===== config.mk =====
export PLATFORM = sky130hd
export DESIGN_NAME = vcr_ctrl_regs
export DESIGN_NICKNAME = d
export VERILOG_FILES = /design/src/hw/vcr_pkg.sv /design/src/hw/vcr_ctrl_regs.sv
export SDC_FILE = /design/constraint.sdc
export NUM_CORES = 1
export LEC_CHECK = 0
export BUFFER_PORTS_ARGS = -buffer_cell sky130_fd_sc_hd__buf_2
export CORE_UTILIZATION = 51
export CTS_BUF_LIST = sky130_fd_sc_hd__clkbuf_4 sky130_fd_sc_hd__clkbuf_8 sky130_fd_sc_hd__clkbuf_16
export DETAILED_ROUTE_END_ITERATION = 12
export PLACE_DENSITY = 0.85
export SYNTH_ARGS = -nofsm -noshare
export SYNTH_HDL_FRONTEND = slang
export SYNTH_SLANG_ARGS = --single-unit

===== constraint.sdc =====
create_clock -name clk -period 2.14 [get_ports clk]
set_clock_uncertainty 0.15 [all_clocks]
set_input_delay 0.428 -clock clk [delete_from_list [all_inputs] [get_ports clk]]
set_output_delay 0.428 -clock clk [all_outputs]
set_load 0.05 [all_outputs]

===== src/hw/vcr_pkg.sv =====
// vcr_pkg: constants and carriers for the video core control register bank.
// assumes 16-bit registers at 12-bit word addresses of the host port.
package vcr_pkg;

    // register word addresses
    localparam logic [11:0] ADDR_RASTER_S1   = 12'h833;
    localparam logic [11:0] ADDR_FLYWHEEL    = 12'h834;
    localparam logic [11:0] ADDR_RATE_MODE   = 12'h835;
    localparam logic [11:0] ADDR_TIM_FORMAT  = 12'h836;
    localparam logic [11:0] ADDR_TIM_CFG     = 12'h837;
    localparam logic [11:0] ADDR_MASK_S1_LAT = 12'h848;
    localparam logic [11:0] ADDR_MASK_S1_LIV = 12'h849;
    localparam logic [11:0] ADDR_MASK_S2     = 12'h84A;
    localparam logic [11:0] ADDR_AUDIO_CLOCK_GEN_CTRL    = 12'h84B;
    localparam logic [11:0] ADDR_INPUT_ROUTE = 12'h84D;
    localparam logic [11:0] ADDR_CARRIER_SRC = 12'h868;
    localparam logic [11:0] ADDR_PLL_STAT    = 12'h86B;
    localparam logic [11:0] ADDR_PLL_STICKY  = 12'h86C;
    localparam logic [11:0] ADDR_SIGNAL_LOSS_CTRL    = 12'h86F;
    localparam logic [11:0] ADDR_CLK_DELAY   = 12'h870;
    localparam logic [11:0] ADDR_CLK_INVERT  = 12'h871;

    // rate_mode_select fields
    localparam int RM_PROC_EN = 4;
    localparam int RM_ASI_EN  = 3;
    localparam int RM_AUTO    = 2;
    localparam logic [4:0] RST_RATE_MODE = 5'h14;

    // line rate codes
    localparam logic [1:0] RATE_HD = 2'h0;
    localparam logic [1:0] RATE_3G = 2'h2;

    // carrier source codes
    localparam logic [1:0] CD_EDGE   = 2'h0;
    localparam logic [1:0] CD_ANALOG = 2'h1;
    localparam logic [1:0] CD_AND    = 2'h2;

    // other reset values
    localparam logic [1:0] RST_ROUTE      = 2'h3;
    localparam logic [1:0] RST_CD_SEL     = 2'h2;
    localparam logic [8:0] RST_SIGNAL_LOSS_CTRL   = 9'h155;
    localparam int         SIGNAL_SENSE_INPUT_SEL_BIT    = 8;

    // sticky bit positions within pll_sticky_status[6:4]
    localparam int STK_LOCK  = 2;
    localparam int STK_PHASE = 1;
    localparam int STK_LOS   = 0;

    // status from the receive logic, same clock
    typedef struct packed {
        logic        rateDivisorFlag;
        logic        standardLocked;
        logic        scanType;
        logic [10:0] activeLines;
        logic        flywheelVertLocked;
        logic        flywheelHorizLocked;
        logic        compliantLock;
        logic [1:0]  detectedRate;
        logic [5:0]  timingFormatCode;
        logic        formatErr;
        logic        edgeCarrierFiltered;
        logic        analogCarrierFiltered;
        logic        recoveryRefIsData;
        logic        recoveryLockedRaw;
        logic        analogPhaseLocked;
        logic        digitalPhaseLocked;
        logic        deviceLocked;
    } vcr_status_s;

    // controls toward the receive logic
    typedef struct packed {
        logic        processingEnable;
        logic        asiActive;
        logic        rateDetectAuto;
        logic [1:0]  lineRate;
        logic        vsyncInvert;
        logic        hsyncInvert;
        logic [9:0]  errMaskS1Latched;
        logic [9:0]  errMaskS1Live;
        logic [13:0] errMaskS2;
        logic        audioFreeRun;
        logic        audioBitclkInvert;
        logic        audioMasterclkInvert;
        logic [1:0]  audioMasterclkRatio;
        logic        parallelInSel;
        logic        loopThroughSel;
        logic        carrierDetect;
        logic        signalSenseInputSel;
        logic [3:0]  losTuning;
        logic [4:0]  outclkDelay;
        logic        outclkInvert;
    } vcr_ctrl_s;

endpackage : vcr_pkg


===== src/hw/vcr_ctrl_regs.sv =====
// vcr_ctrl_regs: control and status registers of the video core.
// assumes the host port is already deserialised into word strobes on clk.
// Summary of operation
// - raster status bit 13 shows frame divisor 1.001 when set, 1 when clear.
// - flywheel status bit 1 is vertical lock, bit 0 horizontal lock.
// - in automatic mode processing enable reads one once locked to compliant video.
// - in manual mode software writes processing enable to turn processing on or off.
// - ASI extraction only in manual mode, processing enable low, ASI bit high.
// - rate detect mode bit: zero manual, one automatic; resets automatic.
// - manual rate field: 00 HD, 01/11 SD, 10 3G; resets 00.
// - read-only six-bit timing format code plus error flag that resets high.
// - ten-bit mask for stream one sticky error sources.
// - ten-bit mask for stream one non-sticky error sources, same layout.
// - fourteen-bit stream two mask: 13:7 non-sticky, 6:0 sticky.
// - audio PLL free-run bit: zero acquires reference, one free-runs.
// - invert bits for audio bit clock and audio master clock.
// - master clock ratio field: 00 128fs, 01 256fs, 10 512fs.
// - route field: low bit picks parallel input, high bit loop-through; resets 3.
// - carrier source: edge, analog, AND, OR; resets to 2.
// - loss of signal reads inverse of carrier detect, plus raw PLL status bits.
// - read-only bit shows recovery reference is data (1) or clock (0).
// - sticky flags for lost lock, lost phase lock, lost signal; cleared by writing one.
// - signal sense input select: zero first input, one second; resets one.
// - five-bit output clock delay per rate, picked by the active rate.
// - output clock invert per rate, one bit each for SD, HD and 3G.
`timescale 1ns/1ps

module vcr_ctrl_regs
    import vcr_pkg::*;
(
    input  wire logic        clk,
    input  wire logic        rst_n,
    input  wire logic [11:0] hostAddr,
    input  wire logic        hostWrite,
    input  wire logic        hostRead,
    input  wire logic [15:0] hostWdata,
    output logic      [15:0] hostRdata,
    output logic             hostRvalid,
    input  wire vcr_status_s statusIn,
    output vcr_ctrl_s        ctrlOut
);

    ////////////////////////////////////////////////////////////////////////
    // state

    typedef struct packed {
        logic [4:0]  rateMode;
        logic [1:0]  syncInv;
        logic [9:0]  maskS1Lat;
        logic [9:0]  maskS1Liv;
        logic [13:0] maskS2;
        logic [5:0]  acg;
        logic [1:0]  route;
        logic [1:0]  cdSel;
        logic [2:0]  sticky;
        logic [8:0]  losCtrl;
        logic [14:0] delay;
        logic [2:0]  invert;
        vcr_status_s stat;
        vcr_ctrl_s   ctl;
        logic [15:0] rdata;
        logic        rvalid;
    } vcr_state_s;

    vcr_state_s state_r;
    vcr_state_s state_nxt;

    assign hostRdata  = state_r.rdata;
    assign hostRvalid = state_r.rvalid;
    assign ctrlOut    = state_r.ctl;

    ////////////////////////////////////////////////////////////////////////
    // next state

    always_comb begin
        logic        isAuto;
        logic        procEn;
        logic [1:0]  rate;
        logic        cd;
        logic [15:0] rd;
        isAuto = 1'b0;
        procEn = 1'b0;
        rate   = 2'h0;
        cd     = 1'b0;
        rd     = 16'h0000;

        state_nxt      = state_r;
        state_nxt.stat = statusIn;

        // register writes, reserved bits dropped
        if (hostWrite) begin
            case (hostAddr)
                ADDR_RATE_MODE:   state_nxt.rateMode  = hostWdata[4:0];
                ADDR_TIM_CFG:     state_nxt.syncInv   = hostWdata[2:1];
                ADDR_MASK_S1_LAT: state_nxt.maskS1Lat = hostWdata[9:0];
                ADDR_MASK_S1_LIV: state_nxt.maskS1Liv = hostWdata[9:0];
                ADDR_MASK_S2:     state_nxt.maskS2    = hostWdata[13:0];
                ADDR_AUDIO_CLOCK_GEN_CTRL:    state_nxt.acg       = {hostWdata[5:3], 1'b0, hostWdata[1:0]};
                ADDR_INPUT_ROUTE: state_nxt.route     = hostWdata[3:2];
                ADDR_CARRIER_SRC: state_nxt.cdSel     = hostWdata[1:0];
                ADDR_SIGNAL_LOSS_CTRL:    state_nxt.losCtrl   = hostWdata[8:0];
                ADDR_CLK_DELAY:   state_nxt.delay     = hostWdata[14:0];
                ADDR_CLK_INVERT:  state_nxt.invert    = hostWdata[2:0];
                ADDR_PLL_STICKY:  state_nxt.sticky    = state_r.sticky & ~hostWdata[6:4];
                default: ;
            endcase
        end

        // carrier detect from the selected detector(s)
        case (state_r.cdSel)
            CD_EDGE:   cd = state_r.stat.edgeCarrierFiltered;
            CD_ANALOG: cd = state_r.stat.analogCarrierFiltered;
            CD_AND:    cd = state_r.stat.edgeCarrierFiltered & state_r.stat.analogCarrierFiltered;
            default:   cd = state_r.stat.edgeCarrierFiltered | state_r.stat.analogCarrierFiltered;
        endcase

        // set wins over a same-cycle clear
        if (!state_r.stat.deviceLocked)
            state_nxt.sticky[STK_LOCK] = 1'b1;
        if (!state_r.stat.digitalPhaseLocked)
            state_nxt.sticky[STK_PHASE] = 1'b1;
        if (!cd)
            state_nxt.sticky[STK_LOS] = 1'b1;

        // mode resolution
        isAuto = state_r.rateMode[RM_AUTO];
        procEn = isAuto ? state_r.stat.compliantLock
                        : state_r.rateMode[RM_PROC_EN];
        rate   = isAuto ? state_r.stat.detectedRate : state_r.rateMode[1:0];

        state_nxt.ctl.processingEnable     = procEn;
        state_nxt.ctl.asiActive            = !isAuto && !procEn && state_r.rateMode[RM_ASI_EN];
        state_nxt.ctl.rateDetectAuto       = isAuto;
        state_nxt.ctl.lineRate             = rate;
        state_nxt.ctl.vsyncInvert          = state_r.syncInv[1];
        state_nxt.ctl.hsyncInvert          = state_r.syncInv[0];
        state_nxt.ctl.errMaskS1Latched     = state_r.maskS1Lat;
        state_nxt.ctl.errMaskS1Live        = state_r.maskS1Liv;
        state_nxt.ctl.errMaskS2            = state_r.maskS2;
        state_nxt.ctl.audioFreeRun         = state_r.acg[5];
        state_nxt.ctl.audioBitclkInvert    = state_r.acg[4];
        state_nxt.ctl.audioMasterclkInvert = state_r.acg[3];
        state_nxt.ctl.audioMasterclkRatio  = state_r.acg[1:0];
        state_nxt.ctl.parallelInSel        = state_r.route[0];
        state_nxt.ctl.loopThroughSel       = state_r.route[1];
        state_nxt.ctl.carrierDetect        = cd;
        state_nxt.ctl.signalSenseInputSel  = state_r.losCtrl[SIGNAL_SENSE_INPUT_SEL_BIT];
        state_nxt.ctl.losTuning            = state_r.losCtrl[7:4];

        // delay and invert follow the rate in use
        case (rate)
            RATE_HD: begin
                state_nxt.ctl.outclkDelay  = state_r.delay[9:5];
                state_nxt.ctl.outclkInvert = state_r.invert[1];
            end
            RATE_3G: begin
                state_nxt.ctl.outclkDelay  = state_r.delay[4:0];
                state_nxt.ctl.outclkInvert = state_r.invert[0];
            end
            default: begin
                state_nxt.ctl.outclkDelay  = state_r.delay[14:10];
                state_nxt.ctl.outclkInvert = state_r.invert[2];
            end
        endcase

        // read mux; unmapped and reserved return zero
        case (hostAddr)
            ADDR_RASTER_S1:   rd = {2'h0, state_r.stat.rateDivisorFlag,
                                    state_r.stat.standardLocked, state_r.stat.scanType,
                                    state_r.stat.activeLines};
            ADDR_FLYWHEEL:    rd = {14'h0000, state_r.stat.flywheelVertLocked,
                                    state_r.stat.flywheelHorizLocked};
            ADDR_RATE_MODE:   rd = {11'h000, procEn, state_r.rateMode[3:0]};
            ADDR_TIM_FORMAT:  rd = {9'h000, state_r.stat.formatErr,
                                    state_r.stat.timingFormatCode};
            ADDR_TIM_CFG:     rd = {13'h0000, state_r.syncInv, 1'b0};
            ADDR_MASK_S1_LAT: rd = {6'h00, state_r.maskS1Lat};
            ADDR_MASK_S1_LIV: rd = {6'h00, state_r.maskS1Liv};
            ADDR_MASK_S2:     rd = {2'h0, state_r.maskS2};
            ADDR_AUDIO_CLOCK_GEN_CTRL:    rd = {10'h000, state_r.acg};
            ADDR_INPUT_ROUTE: rd = {12'h000, state_r.route, 2'h0};
            ADDR_CARRIER_SRC: rd = {14'h0000, state_r.cdSel};
            ADDR_PLL_STAT:    rd = {6'h00, state_r.stat.recoveryRefIsData,
                                    state_r.stat.recoveryLockedRaw, ~cd,
                                    state_r.stat.analogPhaseLocked,
                                    state_r.stat.digitalPhaseLocked, cd,
                                    state_r.stat.edgeCarrierFiltered,
                                    state_r.stat.analogCarrierFiltered, 2'h0};
            ADDR_PLL_STICKY:  rd = {9'h000, state_r.sticky, 4'h0};
            ADDR_SIGNAL_LOSS_CTRL:    rd = {7'h00, state_r.losCtrl};
            ADDR_CLK_DELAY:   rd = {1'b0, state_r.delay};
            ADDR_CLK_INVERT:  rd = {13'h0000, state_r.invert};
            default:          rd = 16'h0000;
        endcase
        state_nxt.rdata  = hostRead ? rd : state_r.rdata;
        state_nxt.rvalid = hostRead;
    end

    ////////////////////////////////////////////////////////////////////////
    // registers

    always_ff @(posedge clk or negedge rst_n) begin
        if (!rst_n) begin
            state_r                          <= '0;
            state_r.rateMode                 <= RST_RATE_MODE;
            state_r.route                    <= RST_ROUTE;
            state_r.cdSel                    <= RST_CD_SEL;
            state_r.losCtrl                  <= RST_SIGNAL_LOSS_CTRL;
            state_r.stat.formatErr           <= 1'b1;
            state_r.stat.edgeCarrierFiltered <= 1'b1;
            state_r.stat.deviceLocked        <= 1'b1;
            state_r.stat.digitalPhaseLocked  <= 1'b1;
            state_r.ctl.processingEnable     <= 1'b1;
            state_r.ctl.rateDetectAuto       <= 1'b1;
            state_r.ctl.parallelInSel        <= 1'b1;
            state_r.ctl.loopThroughSel       <= 1'b1;
            state_r.ctl.signalSenseInputSel  <= 1'b1;
            state_r.ctl.losTuning            <= 4'h5;
        end else begin
            state_r <= state_nxt;
        end
    end

endmodule : vcr_ctrl_regs


==> flow_summary.json <==
{
  "status": "finished, final reports clean",
  "cpMaxStageDelayCell": "or4b_4",
  "cts-buffers-inserted": 17,
  "crit_path_max_incr_delay_ps": 550,
  "synth_cells": 621,
  "slew_headroom": 0.667,
  "wl_per_cell_um": 20.5,
  "totalWireLength_um": 20300,
  "num_vias": 5631,
  "start_kind": "primary input",
  "period_share": 0.984,
  "nets": 855,
  "grt-ovfl-total": 0,
  "clk_latency_ps": 440,
  "cpMostUsedCell": "buf_4",
  "grt.total_usage": 0.274,
  "synthSimpleGateAreaFrac": 0.0861,
  "worst_slew_pin_slew_ps": 495,
  "synth_seq_cells": 189,
  "hold_start": "hostRead",
  "ir_drop_v": 0.000639,
  "syn_area_per_cell_um2": 12.7,
  "place_ws_ps": -379,
  "cts.path.max_buffers": 2,
  "seq_area_frac_synth": 0.604,
  "drv_slew": 0,
  "required_ps": 2330,
  "grt_pass1_vias": 5775,
  "synthTopCellsByArea": "dfrtp_1 (53%), mux2_2 (9.3%), buf_4 (7.3%)",
  "dp_hpwl_um": 14100,
  "root_buffer": "clkbuf_16",
  "cellLeakagePower_nw": 4.95,
  "antenna_found_initial": 0,
  "crit_fanout": 12,
  "dr.pass1.iters": 5,
  "worst_setup_path_end_kind": "register",
  "path_cells": "buf_2 > or4b_4 > buf_4 > nor2_1 > and3_1 > a32o_1 > o21ai_1 > buf_4 > o2bb2ai_1",
  "cp_num_buf_inv": 3,
  "dieArea_mm2": 0.0159,
  "synthAdderAreaFrac": 0,
  "synth_largest_area_cell": "dfrtp_1",
  "ios": 142,
  "cts_tree": "built",
  "grt_pass1_wl_um": 32100,
  "post_cts_resized": 0,
  "postCtsSetupBuffers": 0,
  "grt_max_degree": 56,
  "cp.depth": 9,
  "muxShareOfSynthArea": 0.124,
  "synthArstFlopShare": 1.00,
  "reg2reg_depth": 5,
  "vias_per_cell": 5.69,
  "synth-main-ff-cell": "dfrtp_1",
  "gp_congestion": 0.925,
  "hold_viol_final": 0,
  "die_y_um": 126,
  "fin_ws_ps": 33.5,
  "netlist_area_mm2": 0.00788,
  "synth-compound-area-share": 0.0928,
  "power_density_mw_per_mm2": 752,
  "drc": 0,
  "cap_viol_max_count": 0,
  "antennaDiodeCount": 0,
  "rr_startpoint": "state_r[141]",
  "crit_type": "in -> reg",
  "max_freq_mhz": 475,
  "final.setup.tns_ps": 0,
  "coreArea_mm2": 0.0151,
  "die_w_um": 126,
  "areaGrowthSynthToFinish_pct": 23.9,
  "hold_path.class": "in -> reg",
  "drive_gt1_frac": 0.443,
  "clkTransAtPathRegs_ps": 70,
  "cts.sinks": 189,
  "ys_types": 58,
  "startpoint": "hostAddr[9]",
  "h-tree-depth": 4,
  "antenna_left": 0,
  "rows": 45,
  "ys_warn_count": 0,
  "setup_viol": 0,
  "fin_crit_ps": 2110,
  "synth-xor-area-share": 0.00111,
  "worstPathArrival_ps": 2290,
  "rsz0062_at_grt": "false",
  "cp_top_family": "simple AND/OR/NAND/NOR gates",
  "hold_depth": 1,
  "synth_edf_count": 0,
  "drt_iter0_drc": 583,
  "syn_nets": 686,
  "synth_top_family_by_area": "multiplexers",
  "start_util": 0.520,
  "port_buffers": 139,
  "synth.top_cell.area_share": 0.534
}
[area by class of cell]
class	count	area (µm²)
clock inverters	12	160
fillers	1119	5390
inverters	10	37.5
multi-input cells	319	2420
clock buffers	19	447
repair buffers	253	1710
flip-flops and latches	189	4760
well taps	188	235
[layout by cell type, fill, tap and decap left out, drive strengths merged, types with 3 or more instances in the layout]
master       netlist  layout
buf               83     219
dfrtp            168     168
mux2              69      69
nand2             46      46
dlygate4sd3        0      34
o21ai             33      33
nor2              22      22
dfstp             21      21
clkbuf            20      19
mux2i             16      16
inv                9      13
a21oi             12      12
o2bb2ai           12      12
nand3             11      11
and3              10      10
a32oi              9       9
a22oi              8       8
nor3               7       7
a22o               6       6
a222oi             6       6
nor2b              6       6
and2               5       5
nand4              5       5
a221oi             4       4
o22ai              4       4
bufinv             0       3
clkinvlp           0       3
clkinv             1       3
[per-layer routing]
layer / routed length, µm / up-vias / global-route usage / part of all wire
met5: 0 / - / 0 / 0
met4: 729 / 0 / 0.125 / 0.036
met3: 1370 / 62 / 0.0620 / 0.067
met2: 10000 / 281 / 0.448 / 0.49
met1: 8190 / 2814 / 0.348 / 0.40
li1: - / 2474 / - / -
[synthesized netlist by cell type, types with 2 or more instances]
cell and count:
nor2b_1 6, a22o_1 6, a22oi_1 8, nand2b_1 2, nand4_1 5, nand3_1 11, a222oi_1 6, mux2_2 65
a21oi_1 12, and2_1 5, dfstp_2 21, a32o_1 2, o22ai_1 4, nand2_1 44, mux2_4 4, nor2_1 20
or2_2 2, mux2i_1 16, buf_4 77, o2bb2ai_1 12, buf_2 3, nor3_1 7, clkbuf_1 19, a221o_1 2
and3_1 10, o21ai_0 32, buf_1 2, a32oi_1 9, a221oi_1 4, inv_1 9, dfrtp_1 168, nor3b_1 2
[sequential cells by signal, summed over array words and instances (netlist names)]
signal / count
hostRdata: 15
ctrlOut: 60
state_nxt: 49
state_r: 64
hostRvalid: 1
[worst paths after layout]
kind / end / slack, ps
setup / recovery: hostRdata[9] / 30
hold / removal: hostRvalid / 20
setup reg to reg: hostRdata[7] / 160
hold reg to reg: ctrlOut[12] / 230
max in group asynchronous: ctrlOut[59] / 770
min in group asynchronous: ctrlOut[51] / 330
[cell families after synthesis]
family | after synthesis
flops | 189
simple gates | 127
buf+inv | 113
compound gates | 104
mux | 86
xor+xnor | 1
other cells | 1
[per-stage QoR]
| step | total power, mW | utilization | std cells | hold WS [ps] | area (µm²) |
|---|---|---|---|---|---|
| 4_1_cts | 7.37 | 0.644 | 990 | 12.4 | 9760 |
| 5_1_grt | 7.57 | 0.644 | 990 | 6.74 | 9760 |
| 2_1_floorplan | 3.85 | - | 621 | -17.6 | 7900 |
| 3_3_place_gp | 4.11 | 0.582 | 925 | 214 | 8810 |
| 3_5_place_dp | 4.12 | 0.582 | 925 | 216 | 8810 |
| 6_report | 7.34 | 0.644 | 990 | 22.2 | 9760 |
[report_power, final]
group          internal, mW  total (mW)  switching [mW]
Clock                  1.89        3.23            1.34
Sequential             3.62        3.65          0.0232
Combinational         0.189       0.462           0.273
[repair_timing]
| action | in CTS | in global routing |
|---|---|---|
| hold buffers | 34 | 0 |
| endpoints found under the hold margin | 68 | 0 |
| endpoints found under the setup margin | 0 | 0 |
Note: power is estimated with default switching activity, not from simulation.
